===== src/inc/pss_pkg.sv =====
// pss_pkg: register map, bit positions and reset values of the status summary upper half.
// assumes: one clock domain at 200 MHz, synchronous active-high reset.
package pss_pkg;
	localparam int PSS_AW = 5;
	localparam logic [4:0] PSS_OFF_BASIC_STATUS = 5'h01;
	localparam logic [4:0] PSS_OFF_AN_EXPANSION = 5'h06;
	localparam logic [4:0] PSS_OFF_SUMMARY = 5'h10;
	localparam logic [4:0] PSS_OFF_FC_COUNTER = 5'h14;
	localparam logic [4:0] PSS_OFF_RX_ERR_COUNTER = 5'h15;
	localparam logic [4:0] PSS_OFF_TENBASE_STATUS = 5'h1a;
	localparam logic [4:0] PSS_OFF_IRQ_STATUS = 5'h1c;
	localparam logic [4:0] PSS_OFF_IRQ_ENABLE = 5'h1d;
	localparam logic [4:0] PSS_OFF_IRQ_CLEAR = 5'h1e;
	localparam logic [4:0] PSS_OFF_CROSS_CTRL = 5'h1f;
	localparam int PSS_BIT_CROSSOVER = 14;
	localparam int PSS_BIT_RX_ERR = 13;
	localparam int PSS_BIT_POLARITY = 12;
	localparam int PSS_BIT_FALSE_CARRIER = 11;
	localparam int PSS_BIT_SIGNAL_DETECT = 10;
	localparam int PSS_BIT_DESCR_LOCK = 9;
	localparam int PSS_BIT_PAGE_RX = 8;
	localparam int PSS_BIT_REMOTE_FAULT = 6;
	localparam int PSS_TENBASE_POL_BIT = 4;
	localparam int PSS_AUTONEG_EXPANSION_REG_PAGE_BIT = 1;
	localparam int PSS_NUM_EVENTS = 5;
	localparam logic [15:0] PSS_RESET_SUMMARY = 16'h0000;
	localparam logic [4:0] PSS_RESET_IRQ_ENABLE = 5'h00;
	localparam logic [1:0] PSS_RESET_CROSS_CTRL = 2'h1;
endpackage : pss_pkg


===== src/inc/pss_latch_if.sv =====
// pss_latch_if: bundle between the summary top and its latch bank.
// assumes: both ends share clk; read strobes are one-cycle pulses.
`timescale 1ns/1ps
`default_nettype none
interface pss_latch_if #(parameter int N = 4);
	logic [N-1:0] src;
	logic [N-1:0] clr;
	logic [N-1:0] q;
	modport top (output src, output clr, input q);
	modport bank (input src, input clr, output q);
endinterface : pss_latch_if
`default_nettype wire


===== src/pss_latch_bank.sv =====
// pss_latch_bank: a row of latch-high or latch-low status holders.
// assumes: clr is a one-cycle read pulse from the owning register.
`timescale 1ns/1ps
`default_nettype none
module pss_latch_bank import pss_pkg::*; #(
	parameter int N = 4,
	parameter logic [N-1:0] LATCH_LOW = '0
) (
	input wire logic clk,
	input wire logic sys_rst,
	input wire logic clk_en,
	pss_latch_if.bank lb
);
	logic [N-1:0] held_q;
	logic [N-1:0] held_d;
	genvar i;
	generate
		for (i = 0; i < N; i++) begin : g_bit
			// latched level wins over a read in the same cycle
			wire logic active = LATCH_LOW[i] ? ~lb.src[i] : lb.src[i];
			wire logic live = lb.src[i];
			assign held_d[i] = active ? 1'b1 : (lb.clr[i] ? 1'b0 : held_q[i]);
			assign lb.q[i] = LATCH_LOW[i] ? (live & ~held_q[i]) : (live | held_q[i]);
		end
	endgenerate
	always_ff @(posedge clk) begin
		if (sys_rst)
			held_q <= '0;
		else if (clk_en)
			held_q <= held_d;
	end
endmodule : pss_latch_bank
`default_nettype wire


===== src/pss_status_summary.sv =====
// pss_status_summary: upper half (15..6) of the transceiver status summary register.
// assumes: event and status inputs come from core logic on clk; register port strobes are one cycle.
//------------------------------------------------------------
// Overview of operation
//------------------------------------------------------------
// Overview of operation
// - bits 15 and 7 read zero, writes ignored
// - bit 14 reports crossover state, one means pairs swapped
// - crossover bit follows auto swaps when enabled and not forced
// - bit 13 latches receive errors, cleared by reading 0x15
// - bit 12 mirrors 10 Mb/s status polarity bit 4
// - polarity copy clears on 10 Mb/s status read, not summary read
// - bit 11 latches false carrier, cleared by reading 0x14
// - bit 10 signal detect, latch-low, resets to zero
// - bit 9 descrambler lock, latch-low, resets to zero
// - bit 8 copies page received, cleared by expansion read
// - summary read does not clear page received copy
// - bit 6 remote fault, cleared by basic status read or reset
`timescale 1ns/1ps
`default_nettype none
module pss_status_summary import pss_pkg::*; #(
	parameter logic [1:0] CROSS_CTRL_RESET = PSS_RESET_CROSS_CTRL
) (
	input wire logic clk,
	input wire logic sys_rst,
	input wire logic clk_en,
	input wire logic [4:0] reg_addr,
	input wire logic [15:0] reg_wdata,
	input wire logic reg_wr,
	input wire logic reg_rd,
	output logic [15:0] reg_rdata,
	input wire logic auto_swap,
	input wire logic rx_error_event,
	input wire logic polarity_inverted,
	input wire logic false_carrier_event,
	input wire logic signal_detect,
	input wire logic descrambler_lock,
	input wire logic page_received_event,
	input wire logic remote_fault_event,
	output logic crossover_swapped,
	output logic irq
);
	//------------------------------------------------------------
	// register decode
	//------------------------------------------------------------
	wire logic rd_basic = reg_rd & (reg_addr == PSS_OFF_BASIC_STATUS);
	wire logic rd_autoneg_expansion_reg = reg_rd & (reg_addr == PSS_OFF_AN_EXPANSION);
	wire logic rd_sum = reg_rd & (reg_addr == PSS_OFF_SUMMARY);
	wire logic rd_fcc = reg_rd & (reg_addr == PSS_OFF_FC_COUNTER);
	wire logic rd_rec = reg_rd & (reg_addr == PSS_OFF_RX_ERR_COUNTER);
	wire logic rd_tenb = reg_rd & (reg_addr == PSS_OFF_TENBASE_STATUS);
	wire logic rd_ists = reg_rd & (reg_addr == PSS_OFF_IRQ_STATUS);
	wire logic rd_ien = reg_rd & (reg_addr == PSS_OFF_IRQ_ENABLE);
	wire logic rd_cross = reg_rd & (reg_addr == PSS_OFF_CROSS_CTRL);
	wire logic wr_ien = reg_wr & (reg_addr == PSS_OFF_IRQ_ENABLE);
	wire logic wr_iclr = reg_wr & (reg_addr == PSS_OFF_IRQ_CLEAR);
	wire logic wr_cross = reg_wr & (reg_addr == PSS_OFF_CROSS_CTRL);

	//------------------------------------------------------------
	// crossover control and state
	//------------------------------------------------------------
	// bit0 auto enable, bit1 force swapped
	logic [1:0] cross_ctrl_q;
	logic swap_q;
	wire logic crossover_auto_enable = cross_ctrl_q[0];
	wire logic crossover_force = cross_ctrl_q[1];
	// force wins over the automatic algorithm
	wire logic swap_d = crossover_force ? 1'b1 : (crossover_auto_enable ? auto_swap : 1'b0);
	always_ff @(posedge clk) begin
		if (sys_rst) begin
			cross_ctrl_q <= CROSS_CTRL_RESET;
			swap_q <= 1'b0;
		end else if (clk_en) begin
			if (wr_cross)
				cross_ctrl_q <= reg_wdata[1:0];
			swap_q <= swap_d;
		end
	end
	assign crossover_swapped = swap_q;

	//------------------------------------------------------------
	// sticky copies set by events, cleared by reads of their owners
	//------------------------------------------------------------
	logic rx_err_q;
	logic pol_q;
	logic fc_q;
	logic page_q;
	logic rfault_q;
	// set wins over the clearing read in the same cycle
	wire logic rx_err_d = rx_error_event | (rx_err_q & ~rd_rec);
	wire logic fc_d = false_carrier_event | (fc_q & ~rd_fcc);
	// summary reads deliberately absent from these clear terms
	wire logic pol_d = polarity_inverted | (pol_q & ~rd_tenb);
	wire logic page_d = page_received_event | (page_q & ~rd_autoneg_expansion_reg);
	wire logic rfault_d = remote_fault_event | (rfault_q & ~rd_basic);
	always_ff @(posedge clk) begin
		if (sys_rst) begin
			rx_err_q <= 1'b0;
			pol_q <= 1'b0;
			fc_q <= 1'b0;
			page_q <= 1'b0;
			rfault_q <= 1'b0;
		end else if (clk_en) begin
			rx_err_q <= rx_err_d;
			pol_q <= pol_d;
			fc_q <= fc_d;
			page_q <= page_d;
			rfault_q <= rfault_d;
		end
	end

	//------------------------------------------------------------
	// latch-low pmd indications
	//------------------------------------------------------------
	logic sd_live_q;
	logic lock_live_q;
	always_ff @(posedge clk) begin
		if (sys_rst) begin
			sd_live_q <= 1'b0;
			lock_live_q <= 1'b0;
		end else if (clk_en) begin
			sd_live_q <= signal_detect;
			lock_live_q <= descrambler_lock;
		end
	end
	pss_latch_if #(.N(2)) ll ();
	assign ll.src = {lock_live_q, sd_live_q};
	assign ll.clr = {2{rd_sum}};
	pss_latch_bank #(.N(2), .LATCH_LOW(2'h3)) u_ll (
		.clk(clk),
		.sys_rst(sys_rst),
		.clk_en(clk_en),
		.lb(ll)
	);

	//------------------------------------------------------------
	// summary word
	//------------------------------------------------------------
	logic [15:0] summary;
	always_comb begin
		summary = PSS_RESET_SUMMARY;
		summary[PSS_BIT_CROSSOVER] = swap_q;
		summary[PSS_BIT_RX_ERR] = rx_err_q;
		summary[PSS_BIT_POLARITY] = pol_q;
		summary[PSS_BIT_FALSE_CARRIER] = fc_q;
		summary[PSS_BIT_SIGNAL_DETECT] = ll.q[0];
		summary[PSS_BIT_DESCR_LOCK] = ll.q[1];
		summary[PSS_BIT_PAGE_RX] = page_q;
		summary[PSS_BIT_REMOTE_FAULT] = rfault_q;
	end

	//------------------------------------------------------------
	// interrupts
	//------------------------------------------------------------
	// events: rx error, false carrier, page received, remote fault, link signal lost
	logic [4:0] ists_q;
	logic [4:0] ien_q;
	logic sd_prev_q;
	wire logic sd_fall = sd_prev_q & ~sd_live_q;
	wire logic [4:0] ev = {sd_fall, remote_fault_event, page_received_event, false_carrier_event, rx_error_event};
	wire logic [4:0] iclr = wr_iclr ? reg_wdata[4:0] : 5'h00;
	always_ff @(posedge clk) begin
		if (sys_rst) begin
			ists_q <= '0;
			ien_q <= PSS_RESET_IRQ_ENABLE;
			sd_prev_q <= 1'b0;
		end else if (clk_en) begin
			ists_q <= ev | (ists_q & ~iclr);
			if (wr_ien)
				ien_q <= reg_wdata[4:0];
			sd_prev_q <= sd_live_q;
		end
	end
	assign irq = |(ists_q & ien_q);

	//------------------------------------------------------------
	// read data, one cycle after the strobe
	//------------------------------------------------------------
	wire logic [15:0] rd_mux = rd_sum ? summary :
		rd_ists ? {11'h000, ists_q} :
		rd_ien ? {11'h000, ien_q} :
		rd_cross ? {14'h0000, cross_ctrl_q} :
		rd_tenb ? {11'h000, pol_q, 4'h0} :
		rd_autoneg_expansion_reg ? {14'h0000, page_q, 1'b0} :
		16'h0000;
	always_ff @(posedge clk) begin
		if (sys_rst)
			reg_rdata <= 16'h0000;
		else if (clk_en)
			reg_rdata <= rd_mux;
	end
endmodule : pss_status_summary
`default_nettype wire


===== config.mk =====
export PLATFORM = sky130hd
export DESIGN_NAME = pss_status_summary
export DESIGN_NICKNAME = d
export VERILOG_FILES = /design/src/inc/pss_pkg.sv /design/src/inc/pss_latch_if.sv /design/src/pss_latch_bank.sv /design/src/pss_status_summary.sv
export SDC_FILE = /design/constraint.sdc
export NUM_CORES = 1
export LEC_CHECK = 0
export CAP_MARGIN = 20
export CORE_ASPECT_RATIO = 1.25
export CORE_MARGIN = 5
export CORE_UTILIZATION = 60
export CTS_CLUSTER_SIZE = 10
export DETAILED_ROUTE_END_ITERATION = 6
export DONT_BUFFER_PORTS = 1
export PLACE_DENSITY = 0.76
export SLEW_MARGIN = 20
export SYNTH_ARGS = -nofsm -noshare
export SYNTH_HDL_FRONTEND = slang
export SYNTH_SLANG_ARGS = --single-unit

===== constraint.sdc =====
create_clock -name clk -period 1.83 [get_ports clk]
set_input_delay 0.366 -clock clk [delete_from_list [all_inputs] [get_ports clk]]
set_output_delay 0.366 -clock clk [all_outputs]
set_load 0.02 [all_outputs]

==> key figures <==
Status
  – Outcome: completed

Routing
  – WL final: 3600 um
  – DR vias: 1248
  – Drt drc: 0
  – DR iter-0 viols: 69
  – Via-per-instance ratio: 6.15
  – DR pass1 iterations: 5
  – WL per Instance: 17.7 um
  – Antenna-violating nets left: 0

Critical path
  – CP Depth: 2
  – Critical Path RT: 1460 ps
  – CP max stage cell: a222oi_1
  – Startpoint Class: register
  – CP Max Fanout: 3
  – Data arrival, critical path: 1280 ps
  – Worst Setup End Kind: primary output
  – Max stage delay on crit path: 360 ps
  – Critical path class: register to primary output
  – Crit path buffers/inverters: 0
  – CP Cell Sequence: a222oi_1 -> nand2_1
  – Crit-path leading delay family: compound AO/OA/AOI/OAI gates
  – Reg2Reg Depth: 4

Place
  – HPWL after DPL: 2590 um
  – Place WS: 419 ps
  – I/O Buffers: 0
  – Gpl congestion: 0.922
  – Placed cells: 195

Run
  – Number of max-cap violations: 0

Floorplanning
  – Row count: 20
  – Core ar.: 2480 sq um
  – Die Ht: 67.2 um
  – Initial Util: 0.635
  – Die area: 3750 sq um
  – # IOs: 52
  – Die Wd: 55.8 um

GRT
  – Total grt overflow: 0
  – Global-route wire length before repair: 5800 um
  – Initial antenna violation count: 0
  – Largest net degree at the start of global routing: 32
  – GRT Util Overall: 0.203
  – Vias in the first global route: 1235

Yosys
  – Simple-gate share of the synthesized area: 0.187
  – Post-synthesis compound-gate area fraction: 0.202
  – Post-synth ARST share: 0
  – YS warnings: 0
  – Synth Area in Adders: 0
  – Sequential fraction of the synthesis area: 0.458
  – Largest cells by area after synthesis: dfxtp_1, mux2i_1, nor2_1
  – Synth cell count leaders: dfxtp_1, nor2_1, nand2_1, a21oi_1, mux2i_1
  – FF+latch count, synth: 36
  – Area leader, netlist: dfxtp_1
  – Avg Inst Size Synth: 9.09 sq um
  – Post-synthesis mux area share: 0.0835
  – Top cell type's share of synthesized area: 0.458
  – Cell variety after synth: 41
  – Synth Area in XOR/XNOR: 0
  – Synthesized area: 1570 sq um
  – Main synth FF type: dfxtp_1
  – Largest family of logic cells by synthesized area: compound AO/OA/AOI/OAI gates
  – Post-synth EDFFs: 0
  – Gate Count Post-Synth: 173
  – Top-count cell post-synth: dfxtp_1

Finish
  – Nets@finish: 203
  – Share of cells above drive strength 1: 0.0882
  – Ant. Diodes: 0
  – Area grow syn2layout: 4.14%
  – Final Non-Filler Cells: 203
  – # fillers: 228

Clocking
  – Root Driver: clkbuf_4
  – CTS buffer count: 5
  – Reg clk slew, reported paths: 110 ps
  – Clk sinks: 36
  – H-tree depth: 2
  – Post-CTS Setup Bufs: 0
  – Buffers from clock root to sink, at most: 2
  – CTS tree: yes
  – Clk_lat worst skew: 350 ps
  – Cts hold-fix bufs: 0
  – Resize count post-CTS: 0

Hold path
  – WHS Path Cells: 1
  – Hold crit path type: primary input to register

STA
  – Slew Viols, Final: 0
  – Skew final: 9.23 ps
  – Fin crit period: 1650 ps
  – Final cycle utilization of the critical path: 0.901
  – F_max: 606 MHz
  – Final setup fails: 0
  – Post-Route Setup TNS: 0 ps
  – Setup ws final: 181 ps
  – RSZ-0062 raised after global routing: no
  – Hold Vio Cnt, Final: 0

Power
  – Peak supply drop: 0.000656 V
  – Pwr/cell area: 937 nW/um^2
  – Pwr Total: 1.53 mW
  – Static leakage: 0.633 nW
## path summary, 6_finish.rpt
kind / slack (ps) / start / endpoint
worst max-delay path: 180 / ists_q[4] / irq
worst min-delay path: 80 / sys_rst / ien_q[2]
worst max register to register: 680 / cross_ctrl_q[1] / reg_rdata[1]
worst min register to register: 490 / rx_err_q / rx_err_q
## power by group
part	leakage (nW)	switching (mW)	internal (mW)	total [mW]
sequential	0.294	0.0187	0.807	0.826
clock	0.0515	0.262	0.363	0.624
combinational	0.288	0.0473	0.0376	0.0849
## routing by layer
metal	vias to the layer above	GRT usage	share of wire
li1	613	-	-
met1	579	0.221	0.42
met2	54	0.358	0.49
met3	2	0.0841	0.090
met4	0	0.0729	0.0050
met5	-	0	0
## state kept, by name (all words and copies together) (netlist names), 2 cells and up
name,cells
ists_q,5
u_ll.held_q,2
reg_rdata,13
ien_q,5
cross_ctrl_q,2
## cells by family (layout without fill, tap and decap cells)
logic type | after synthesis | in the layout
DFF | 36 | 36
muxes | 13 | 13
other | 1 | 3
buffers and inverters | 19 | 14
AOI/OAI and AO/OA | 45 | 45
and+or+nand+nor | 59 | 59
## final cells by class
cell class	instances	area (sq um)	area share
sequential	36	721	0.440
timing repair buffer	1	7.51	0.00458
tap	33	41.3	0.0252
multi-input combinational	120	754	0.461
inverter	5	18.8	0.0115
clock buffer	7	65.1	0.0397
clock inverter	1	30.0	0.0183
## metrics by stage
stage | cell area, sq um | hold WS, ps | utilization
after floorplan | 1580 | 448 | -
after global placement | 1540 | 441 | 0.623
after detailed placement | 1540 | 442 | 0.623
after CTS | 1640 | 68.2 | 0.661
after global routing | 1640 | 50.5 | 0.661
final | 1640 | 84.0 | 0.661
## cell usage in the layout, fill, tap and decap left out, drive strengths merged
master / count
mux2i: 12
o21a: 1
nand3b: 4
a32o: 3
conb: 3
a22oi: 7
and2: 1
buf: 1
or4: 1
nor2: 22
nand2: 15
o31ai: 2
o22ai: 1
nand2b: 1
nor2b: 4
a311oi: 5
dfxtp: 36
o41ai: 1
a222oi: 1
a32oi: 2
nor3: 2
clkbuf: 7
a21oi: 12
and4: 2
mux2: 1
and3: 1
a211oi: 1
or3b: 1
inv: 5
o211ai: 2
nand3: 5
a22o: 1
bufinv: 1
o211a: 1
o21ai: 5
Note: power is estimated with default switching activity, not from simulation.
